$ cat config.mk
export PLATFORM = sky130hd
export DESIGN_NAME = ccu_top
export DESIGN_NICKNAME = d
export VERILOG_FILES = /design/src/ccu_pkg.sv /design/src/ccu_pin_sync.sv /design/src/ccu_timebase.sv /design/src/ccu_top.sv
export VERILOG_INCLUDE_DIRS = /design/src
export SDC_FILE = /design/constraint.sdc
export NUM_CORES = 1
export LEC_CHECK = 0
export BUFFER_PORTS_ARGS = -buffer_cell sky130_fd_sc_hd__buf_2
export CORE_MARGIN = 1
export CORE_UTILIZATION = 61
export DETAILED_ROUTE_END_ITERATION = 8
export PLACE_DENSITY_LB_ADDON = 0.05
export SYNTH_ARGS = -nofsm -noshare
export SYNTH_HDL_FRONTEND = slang
export SYNTH_SLANG_ARGS = --single-unit
$ cat constraint.sdc
create_clock -name i_sys_clk -period 3.5 [get_ports i_sys_clk]
set_input_delay 0.175 -clock i_sys_clk [delete_from_list [all_inputs] [get_ports i_sys_clk]]
set_output_delay 0.175 -clock i_sys_clk [all_outputs]
set_load 0.01 [all_outputs]
$ cat src/ccu_params.svh
// register offsets, field positions, codes and reset values of the capture/compare unit
`ifndef CCU_PARAMS_SVH
`define CCU_PARAMS_SVH

// ==========================================================================
// register byte offsets on the apb bus
`define CCU_OFF_CTRL 8'h00
`define CCU_OFF_TB_LO 8'h04
`define CCU_OFF_TB_HI 8'h08
`define CCU_OFF_VAL_LO 8'h0c
`define CCU_OFF_VAL_HI 8'h10
`define CCU_OFF_TB_CTRL 8'h14
`define CCU_OFF_IRQ_STAT 8'h18
`define CCU_OFF_IRQ_EN 8'h1c
`define CCU_OFF_IRQ_CLR 8'h20

// ==========================================================================
// unit_control_reg fields
`define CCU_CTRL_EN_BIT 7
`define CCU_CTRL_OUT_BIT 5
`define CCU_MODE_MSB 3
`define CCU_MODE_LSB 0

// ==========================================================================
// unit_mode_field codes
`define CCU_MODE_OFF 4'h0
`define CCU_MODE_CMP_TOGGLE 4'h2
`define CCU_MODE_CAP_FALL 4'h4
`define CCU_MODE_CAP_RISE 4'h5
`define CCU_MODE_CAP_RISE4 4'h6
`define CCU_MODE_CAP_RISE16 4'h7
`define CCU_MODE_CMP_SET 4'h8
`define CCU_MODE_CMP_CLEAR 4'h9
`define CCU_MODE_CMP_SWINT 4'ha
`define CCU_MODE_CMP_CONV 4'hb

// capture prescaler terminal counts (edges per capture minus one)
`define CCU_PRE_EVERY 4'h0
`define CCU_PRE_FOURTH 4'h3
`define CCU_PRE_SIXTEENTH 4'hf

// ==========================================================================
// time base control fields
`define CCU_TB_ON_BIT 0
`define CCU_TB_CS_LSB 1
`define CCU_TB_ASYNC_BIT 3
`define CCU_TB_CKPS_LSB 4
`define CCU_CS_INSTR 2'h0
`define CCU_CS_SYSOSC 2'h1
`define CCU_CS_EXT 2'h2

// instruction clock is the system clock divided by four
`define CCU_INSTR_DIV_LAST 2'h3

// ==========================================================================
// interrupt status bits
`define CCU_IRQ_UNIT_BIT 0
`define CCU_IRQ_OVF_BIT 1

// reset values
`define CCU_RST_WORD 32'h0000_0000
`define CCU_RST_BYTE 8'h00
`define CCU_RST_CNT 16'h0000

`endif

$ cat src/ccu_pkg.sv
// state types shared by the capture/compare unit modules
`default_nettype none

package ccu_pkg;

    // ======================================================================
    // input synchroniser state
    typedef struct packed {
        logic ff1;
        logic ff2;
        logic ff3;
        logic level;
        logic rise;
        logic fall;
    } ccu_sync_state_t;

    // ======================================================================
    // time base counter state
    typedef struct packed {
        logic [1:0] div;
        logic [2:0] pre;
        logic [15:0] cnt;
        logic adv;
        logic ovf;
    } ccu_tb_state_t;

    // ======================================================================
    // top level state
    typedef struct packed {
        logic en;
        logic [3:0] mode;
        logic tb_on;
        logic [1:0] tb_cs;
        logic tb_async;
        logic [1:0] tb_ckps;
        logic [15:0] val;
        logic [3:0] pre_cnt;
        logic pin_out;
        logic [1:0] stat;
        logic [1:0] ien;
        logic [31:0] prdata;
        logic conv;
        logic wake;
    } ccu_top_state_t;

endpackage

`default_nettype wire

$ cat src/ccu_pin_sync.sv
// three-stage synchroniser with agreement filter and edge pulses
`timescale 1ns/10ps
`default_nettype none

module ccu_pin_sync (
    input wire logic i_sys_clk,
    input wire logic i_nrst,
    input wire logic i_pin,
    output logic o_level,
    output logic o_rise,
    output logic o_fall
);

    ccu_pkg::ccu_sync_state_t s_q;
    ccu_pkg::ccu_sync_state_t s_d;

    // ======================================================================
    // next state: ff1 only feeds ff2, level follows once ff2 and ff3 agree
    always_comb begin
        s_d = s_q;
        s_d.ff1 = i_pin;
        s_d.ff2 = s_q.ff1;
        s_d.ff3 = s_q.ff2;
        s_d.rise = 1'b0;
        s_d.fall = 1'b0;
        if (s_q.ff2 == s_q.ff3 && s_q.ff3 != s_q.level) begin
            s_d.level = s_q.ff3;
            s_d.rise = s_q.ff3;
            s_d.fall = ~s_q.ff3;
        end
    end

    // state register
    always_ff @(posedge i_sys_clk or negedge i_nrst) begin
        if (!i_nrst) begin
            s_q <= '0;
        end else begin
            s_q <= s_d;
        end
    end

    assign o_level = s_q.level;
    assign o_rise = s_q.rise;
    assign o_fall = s_q.fall;

endmodule

`default_nettype wire

$ cat src/ccu_timebase.sv
// 16-bit time base counter with clock select and 2-bit prescaler
`timescale 1ns/10ps
`default_nettype none

`include "ccu_params.svh"

module ccu_timebase (
    input wire logic i_sys_clk,
    input wire logic i_nrst,
    input wire logic i_on,
    input wire logic [1:0] i_clk_src,
    input wire logic [1:0] i_ckps,
    input wire logic i_sleep,
    input wire logic i_ext_rise,
    input wire logic i_wr_lo,
    input wire logic i_wr_hi,
    input wire logic [7:0] i_wdata,
    output logic [15:0] o_count,
    output logic o_adv,
    output logic o_ovf
);

    ccu_pkg::ccu_tb_state_t s_q;
    ccu_pkg::ccu_tb_state_t s_d;

    // last prescaler count before an advance: 1, 2, 4 or 8 source ticks
    function automatic logic [2:0] ccu_pre_last(input logic [1:0] ckps);
        logic [3:0] span;
        span = 4'h1 << ckps;
        return 3'(span - 4'h1);
    endfunction

    // ======================================================================
    // source tick and count advance
    always_comb begin
        logic tick;
        tick = 1'b0;
        s_d = s_q;
        s_d.adv = 1'b0;
        s_d.ovf = 1'b0;
        s_d.div = s_q.div + 2'h1; // instruction clock divider runs always
        unique case (i_clk_src)
            // internal clocks halt in sleep, count is held until wake
            `CCU_CS_INSTR: tick = (s_q.div == `CCU_INSTR_DIV_LAST) && !i_sleep;
            `CCU_CS_SYSOSC: tick = !i_sleep;
            // external source keeps counting through sleep
            `CCU_CS_EXT: tick = i_ext_rise;
            default: tick = 1'b0;
        endcase
        if (i_on && tick) begin
            if (s_q.pre == ccu_pre_last(i_ckps)) begin
                s_d.pre = 3'h0;
                s_d.cnt = s_q.cnt + 16'h0001;
                s_d.adv = 1'b1;
                s_d.ovf = (s_q.cnt == 16'hffff);
            end else begin
                s_d.pre = s_q.pre + 3'h1;
            end
        end
        // software write of either half wins over counting
        if (i_wr_lo) begin
            s_d.cnt[7:0] = i_wdata;
            s_d.adv = 1'b0;
            s_d.ovf = 1'b0;
        end
        if (i_wr_hi) begin
            s_d.cnt[15:8] = i_wdata;
            s_d.adv = 1'b0;
            s_d.ovf = 1'b0;
        end
    end

    // state register
    always_ff @(posedge i_sys_clk or negedge i_nrst) begin
        if (!i_nrst) begin
            s_q <= '0;
        end else begin
            s_q <= s_d;
        end
    end

    assign o_count = s_q.cnt;
    assign o_adv = s_q.adv;
    assign o_ovf = s_q.ovf;

endmodule

`default_nettype wire

$ cat src/ccu_top.sv
// capture/compare unit with time base, apb registers and interrupt
`timescale 1ns/10ps
`default_nettype none

`include "ccu_params.svh"

module ccu_top (
    input wire logic i_sys_clk,
    input wire logic i_nrst,
    input wire logic i_psel,
    input wire logic i_penable,
    input wire logic i_pwrite,
    input wire logic [7:0] i_paddr,
    input wire logic [31:0] i_pwdata,
    output logic [31:0] o_prdata,
    output logic o_pready,
    output logic o_pslverr,
    input wire logic i_unit_pin,
    input wire logic i_ext_clk,
    input wire logic i_sleep,
    output logic o_unit_pin_o,
    output logic o_unit_pin_oe_n,
    output logic o_conv_trig,
    output logic o_irq,
    output logic o_wake
);

    ccu_pkg::ccu_top_state_t s_q;
    ccu_pkg::ccu_top_state_t s_d;

    logic pin_rise;
    logic pin_fall;
    logic ext_rise;
    logic [15:0] tb_count;
    logic tb_adv;
    logic tb_ovf;
    logic wr_en;
    logic wr_tb_lo;
    logic wr_tb_hi;

    // ======================================================================
    // mode and address decoding helpers

    function automatic logic ccu_is_capture(input logic [3:0] mode);
        return mode == `CCU_MODE_CAP_FALL || mode == `CCU_MODE_CAP_RISE ||
            mode == `CCU_MODE_CAP_RISE4 || mode == `CCU_MODE_CAP_RISE16;
    endfunction

    function automatic logic ccu_is_compare(input logic [3:0] mode);
        return mode == `CCU_MODE_CMP_TOGGLE || mode == `CCU_MODE_CMP_SET ||
            mode == `CCU_MODE_CMP_CLEAR || mode == `CCU_MODE_CMP_SWINT ||
            mode == `CCU_MODE_CMP_CONV;
    endfunction

    // edges per capture, less one, for each capture setting
    function automatic logic [3:0] ccu_pre_last(input logic [3:0] mode);
        logic [3:0] last;
        last = `CCU_PRE_EVERY;
        if (mode == `CCU_MODE_CAP_RISE4) begin
            last = `CCU_PRE_FOURTH;
        end else if (mode == `CCU_MODE_CAP_RISE16) begin
            last = `CCU_PRE_SIXTEENTH;
        end
        return last;
    endfunction

    function automatic logic ccu_mapped(input logic [7:0] addr);
        return addr == `CCU_OFF_CTRL || addr == `CCU_OFF_TB_LO ||
            addr == `CCU_OFF_TB_HI || addr == `CCU_OFF_VAL_LO ||
            addr == `CCU_OFF_VAL_HI || addr == `CCU_OFF_TB_CTRL ||
            addr == `CCU_OFF_IRQ_STAT || addr == `CCU_OFF_IRQ_EN ||
            addr == `CCU_OFF_IRQ_CLR;
    endfunction

    // ======================================================================
    // pin and external clock synchronisers

    ccu_pin_sync u_pin_sync (
        .i_sys_clk(i_sys_clk),
        .i_nrst(i_nrst),
        .i_pin(i_unit_pin),
        .o_level(),
        .o_rise(pin_rise),
        .o_fall(pin_fall)
    );

    // external counter clock is sampled, so it must run well below 25 mhz / 4
    ccu_pin_sync u_ext_sync (
        .i_sys_clk(i_sys_clk),
        .i_nrst(i_nrst),
        .i_pin(i_ext_clk),
        .o_level(),
        .o_rise(ext_rise),
        .o_fall()
    );

    // ======================================================================
    // time base

    assign wr_en = i_psel && i_penable && i_pwrite;
    assign wr_tb_lo = wr_en && (i_paddr == `CCU_OFF_TB_LO);
    assign wr_tb_hi = wr_en && (i_paddr == `CCU_OFF_TB_HI);

    ccu_timebase u_timebase (
        .i_sys_clk(i_sys_clk),
        .i_nrst(i_nrst),
        .i_on(s_q.tb_on),
        .i_clk_src(s_q.tb_cs),
        .i_ckps(s_q.tb_ckps),
        .i_sleep(i_sleep),
        .i_ext_rise(ext_rise),
        .i_wr_lo(wr_tb_lo),
        .i_wr_hi(wr_tb_hi),
        .i_wdata(i_pwdata[7:0]),
        .o_count(tb_count),
        .o_adv(tb_adv),
        .o_ovf(tb_ovf)
    );

    // ======================================================================
    // capture, compare, interrupt and register logic
    always_comb begin
        logic capturing;
        logic comparing;
        logic cap_ok;
        logic edge_seen;
        logic cap_evt;
        logic match;
        logic [1:0] set_bits;
        logic [1:0] clr_bits;
        logic [31:0] rd;
        capturing = 1'b0;
        comparing = 1'b0;
        cap_ok = 1'b0;
        edge_seen = 1'b0;
        cap_evt = 1'b0;
        match = 1'b0;
        set_bits = 2'h0;
        clr_bits = 2'h0;
        rd = `CCU_RST_WORD;
        s_d = s_q;
        s_d.conv = 1'b0;
        s_d.wake = 1'b0;

        capturing = s_q.en && ccu_is_capture(s_q.mode);
        comparing = s_q.en && ccu_is_compare(s_q.mode);

        // capture needs a synchronous time base on the instruction or external
        // clock; an internal clock is dead in sleep, so is capture then
        cap_ok = s_q.tb_on && !s_q.tb_async && (s_q.tb_cs != `CCU_CS_SYSOSC) &&
            (!i_sleep || s_q.tb_cs == `CCU_CS_EXT);

        // edge counting through the capture prescaler
        edge_seen = (s_q.mode == `CCU_MODE_CAP_FALL) ? pin_fall : pin_rise;
        if (!capturing) begin
            s_d.pre_cnt = 4'h0;
        end else if (edge_seen && cap_ok) begin
            // >= so a smaller new setting fires on the next edge: kept count
            if (s_q.pre_cnt >= ccu_pre_last(s_q.mode)) begin
                s_d.pre_cnt = 4'h0;
                cap_evt = 1'b1;
            end else begin
                s_d.pre_cnt = s_q.pre_cnt + 4'h1;
            end
        end
        if (cap_evt) begin
            s_d.val = tb_count;
        end

        // one look per advance, so a stopped counter cannot rematch
        match = comparing && tb_adv && (tb_count == s_q.val);
        if (match) begin
            unique case (s_q.mode)
                `CCU_MODE_CMP_TOGGLE: s_d.pin_out = ~s_q.pin_out;
                `CCU_MODE_CMP_SET: s_d.pin_out = 1'b1;
                `CCU_MODE_CMP_CLEAR: s_d.pin_out = 1'b0;
                `CCU_MODE_CMP_CONV: s_d.conv = 1'b1;
                default: s_d.pin_out = s_q.pin_out;
            endcase
        end

        // wake on overflow only from the asynchronous external counter
        s_d.wake = tb_ovf && s_q.tb_async && (s_q.tb_cs == `CCU_CS_EXT) && i_sleep;

        // interrupt status events
        set_bits[`CCU_IRQ_UNIT_BIT] = cap_evt || match;
        set_bits[`CCU_IRQ_OVF_BIT] = tb_ovf;

        // register writes, taken in the access phase
        if (wr_en) begin
            unique case (i_paddr)
                `CCU_OFF_CTRL: begin
                    // a zero write disables and so clears the prescaler
                    s_d.en = i_pwdata[`CCU_CTRL_EN_BIT];
                    s_d.mode = i_pwdata[`CCU_MODE_MSB:`CCU_MODE_LSB];
                end
                `CCU_OFF_VAL_LO: s_d.val[7:0] = i_pwdata[7:0];
                `CCU_OFF_VAL_HI: s_d.val[15:8] = i_pwdata[7:0];
                `CCU_OFF_TB_CTRL: begin
                    s_d.tb_on = i_pwdata[`CCU_TB_ON_BIT];
                    s_d.tb_cs = i_pwdata[`CCU_TB_CS_LSB +: 2];
                    s_d.tb_async = i_pwdata[`CCU_TB_ASYNC_BIT];
                    s_d.tb_ckps = i_pwdata[`CCU_TB_CKPS_LSB +: 2];
                end
                `CCU_OFF_IRQ_EN: s_d.ien = i_pwdata[1:0];
                `CCU_OFF_IRQ_CLR: clr_bits = i_pwdata[1:0];
                default: s_d.ien = s_q.ien;
            endcase
        end
        // a new event wins over a clear in the same cycle
        s_d.stat = (s_q.stat & ~clr_bits) | set_bits;

        // read data is prepared in the setup phase so it leaves a flip-flop
        unique case (i_paddr)
            `CCU_OFF_CTRL: begin
                rd[`CCU_CTRL_EN_BIT] = s_q.en;
                rd[`CCU_CTRL_OUT_BIT] = s_q.pin_out;
                rd[`CCU_MODE_MSB:`CCU_MODE_LSB] = s_q.mode;
            end
            `CCU_OFF_TB_LO: rd[7:0] = tb_count[7:0];
            `CCU_OFF_TB_HI: rd[7:0] = tb_count[15:8];
            `CCU_OFF_VAL_LO: rd[7:0] = s_q.val[7:0];
            `CCU_OFF_VAL_HI: rd[7:0] = s_q.val[15:8];
            `CCU_OFF_TB_CTRL: begin
                rd[`CCU_TB_ON_BIT] = s_q.tb_on;
                rd[`CCU_TB_CS_LSB +: 2] = s_q.tb_cs;
                rd[`CCU_TB_ASYNC_BIT] = s_q.tb_async;
                rd[`CCU_TB_CKPS_LSB +: 2] = s_q.tb_ckps;
            end
            `CCU_OFF_IRQ_STAT: rd[1:0] = s_q.stat;
            `CCU_OFF_IRQ_EN: rd[1:0] = s_q.ien;
            default: rd = `CCU_RST_WORD;
        endcase
        if (i_psel && !i_penable && !i_pwrite) begin
            s_d.prdata = rd;
        end
    end

    // ======================================================================
    // state register
    always_ff @(posedge i_sys_clk or negedge i_nrst) begin
        if (!i_nrst) begin
            s_q <= '0;
        end else begin
            s_q <= s_d;
        end
    end

    // ======================================================================
    // outputs: bus answers at once, zero wait states
    assign o_pready = 1'b1;
    assign o_pslverr = i_psel && i_penable && !ccu_mapped(i_paddr);
    assign o_prdata = s_q.prdata;

    // pin driven only while a compare mode is active
    assign o_unit_pin_o = s_q.pin_out;
    assign o_unit_pin_oe_n = ~(s_q.en && ccu_is_compare(s_q.mode));
    assign o_conv_trig = s_q.conv;
    assign o_wake = s_q.wake;
    assign o_irq = |(s_q.stat & s_q.ien);

endmodule

`default_nettype wire

==> flow_summary.yaml <==
run_status:
  status: "finished, violations left"
  violations: "negative hold slack"
placement:
  numPortBuffers: 37
  dp_hpwl_mm: 8.56
  pre_cts_ws_ns: 0.803
  postPlaceCellArea_mm2: 0.00488
  gp_congestion: 0.903
  dp.cells: 618
drt:
  route.vias.total: 4069
  via_per_inst: 6.41
  wl_per_cell_um: 18.8
  ant_nets: 0
  drt_first_pass_iters: 5
  routed_wl_mm: 11.9
  drc: 0
  first_iter_violations: 351
floorplanning:
  core_area_mm2: 0.00769
  io_pins: 87
  start_util: 0.626
  dieArea_mm2: 0.00825
  fp.dieH_um: 90.8
  row_count: 32
  die_x_um: 90.8
clocking:
  numClockSinks: 80
  cts_tree: "yes"
  post_cts_resized: 0
  clkTransAtPathRegs_ns: 0.09
  clockBufferDepth: 2
  htree_levels: 3
  clkLatencyLatePin_ns: 0.36
  cts_root_buf: "clkbuf_8"
  numCtsBuffers: 9
  cts_setup_buffers: 0
job:
  maxCapViolCount: 0
critical_path:
  start_kind: "flop"
  cpMaxStageDelayCell: "a21o_1"
  worstPathMaxFanout: 24
  crit_required_ns: 3.77
  path_cells: "nor2b_1 > nand3_1 > ha_1 > or2_2 > a21oi_1 > a21o_1 > o21ai_0 > a31oi_1"
  cpLargestDelayFamily: "compound AO/OA/AOI/OAI gates"
  path_buf_inv: 0
  path_class: "flop to flop"
  cpPeakStageDelay_ns: 0.60
  cp.arrival_ns: 3.02
  endpoint_kind: "flop"
synth:
  ys_ff_latch: 80
  async_flop_share: 1.00
  synth_ff_type: "dfrtp_1"
  yosysSeqAreaShare: 0.416
  mappedNetlistArea_mm2: 0.00481
  synth_edf_count: 0
  synth_cells: 515
  ys_types: 57
  syn_area_per_cell_um2: 9.35
  yosysWarnings: 0
final_layout:
  finalNonFillerCells: 635
  fin_nets: 585
  multi_input_area_mm2: 0.00249
  nFillCells: 632
  area_growth_pct: 5.59
  fin_area_mm2: 0.00508
  regArea_mm2: 0.00200
  layout-drive-gt1-share: 0.159
  diodes: 0
timing:
  finalWorstSetupSlack_ns: 0.747
  worst_slew_pin_slew_ns: 1.01
  finalCritPeriodShare: 0.787
  rsz0062_at_grt: "no"
  fin_crit_ns: 2.75
  whs_ns: -0.0568
  drv_slew: 0
  finalHoldViolCount: 21
  relSlewSlack: 0.328
  final.setup_skew_ns: 0.0111
  fin_tns_setup_ns: 0
  max_freq_ghz: 0.363
  setup_viol: 0
grt:
  grt_pass1_wl_mm: 19.6
  grt_pass1_vias: 3812
  grt_max_degree: 81
  grt_usage: 0.307
  globalRouteOverflowTotal: 0
  grt_antenna_before_repair: 0
hold_path:
  worstHoldPathType: "primary input to asynchronous set/reset pin"
pwr:
  p_per_area_mw_per_mm2: 348
  leakage_nw: 2.28
  irDropWorstVdd_mv: 0.244
cells by family after synthesis:
logic type	count (synthesis)	share of synthesized area
AO/OA/AOI/OAI	116	0.163
XOR/XNOR	19	0.0346
adder cells (fa/ha/maj)	10	0.0250
buffers and inverters	73	0.0845
flip-flops	80	0.416
multiplexers	28	0.0710
other	2	0.00156
AND/OR/NAND/NOR	187	0.205
cells in the mapped netlist, types with 7 or more instances:
library cell  instances  area, um2
clkbuf_1             26       97.6
o21ai_0              34        170
buf_4                33        248
inv_1                10       37.5
a21oi_1               7       35.0
nand4_1              21        131
nand3_1              18       90.1
nor2_1               44        165
nand2_1              39        146
o31ai_1               8       60.1
nor2b_1              11       68.8
ha_1                  8        100
xor2_1               13        114
mux2_2               19        214
a31oi_1              27        169
dfrtp_1              80       2000
or4_1                13       97.6
metal layers:
layer	global-route usage	vias up	part of all wire
met4	0.118	0	0.023
met1	0.419	2004	0.43
met3	0.0438	22	0.068
li1	-	1867	-
met2	0.498	176	0.48
met5	0	-	0
report_power, final:
| group | total (W) | switching [W] | internal (W) |
|---|---|---|---|
| logic | 0.000133 | 0.0000890 | 0.0000443 |
| clock network | 0.000665 | 0.000340 | 0.000326 |
| registers | 0.000968 | 0.0000253 | 0.000943 |
| total | 0.00177 | 0.000454 | 0.00131 |
cell type report:
type,instances,area share
clock inverter,5,0.0116
multi-input combinational,385,0.490
clock buffer,10,0.0251
inverter,10,0.00739
tap,102,0.0251
timing repair buffer,43,0.0468
sequential,80,0.394
worst reg2reg max path: stages, from the launching register on:
cell	delay [ns]
dfrtp_1	0.50
nor2b_1	0.23
nand3_1	0.14
ha_1	0.30
or2_2	0.27
a21oi_1	0.20
a21o_1	0.60
o21ai_0	0.22
a31oi_1	0.22
stage by stage:
step           utilization  total power, W
3_5_place_dp         0.634         0.00112
2_1_floorplan            -         0.00107
6_report             0.661         0.00177
5_1_grt              0.661         0.00184
3_3_place_gp         0.634         0.00111
4_1_cts              0.661         0.00178
state kept, by name (all words and copies together) (netlist names):
signal and count:
u_pin_sync.s_d 2, s_q 35, u_ext_sync.o_rise 1, u_timebase.o_ovf 1, u_timebase.o_adv 1, o_unit_pin_o 1
u_pin_sync.s_q 1, u_ext_sync.s_q 1, u_pin_sync.o_level 1, o_conv_trig 1, u_timebase.o_count 16, u_ext_sync.s_d 2
o_wake 1, o_prdata 8, u_pin_sync.o_rise 1, u_pin_sync.o_fall 1, u_ext_sync.o_level 1, u_timebase.s_q 5
cells in the final DEF (no fill, tap or decap), types with 4 or more instances in the layout:
cell type	count
or4_1	13
or3_1	6
nand4_1	21
a22o_1	5
ha_1	8
nor2b_1	11
and3_1	6
o21ai_0	34
and2_1	5
inv_1	10
nor2_1	44
a31oi_1	27
mux2i_1	6
nand2_1	39
xnor2_1	6
o31ai_1	8
nand3_1	18
mux2_2	19
nor4_1	4
a221oi_1	5
conb_1	25
a21oi_1	7
xor2_1	13
clkbuf_8	9
nor3_1	4
buf_2	36
o211ai_1	5
a22oi_1	5
dfrtp_1	80
buf_4	5
path summary, 6_finish.rpt:
kind	start	endpoint	slack (ns)	depth (start not counted)
setup / recovery	s_q[68]	s_q[53]	0.75	8
hold / removal	i_nrst	o_unit_pin_o	-0.06	1
setup reg to reg	s_q[68]	s_q[53]	0.75	8
hold reg to reg	u_ext_sync.s_d[4]	u_ext_sync.s_d[3]	0.36	0
max in group asynchronous	i_nrst	o_prdata[7]	2.86	1
min in group i_sys_clk	i_pwdata[6]	u_timebase.o_count[14]	0.12	3
repair_timing:
action	CTS	global route
hold buffers	2	0
hold endpoints to repair	2	0
endpoints found under the setup margin	0	0
Note: power is estimated with default switching activity, not from simulation.
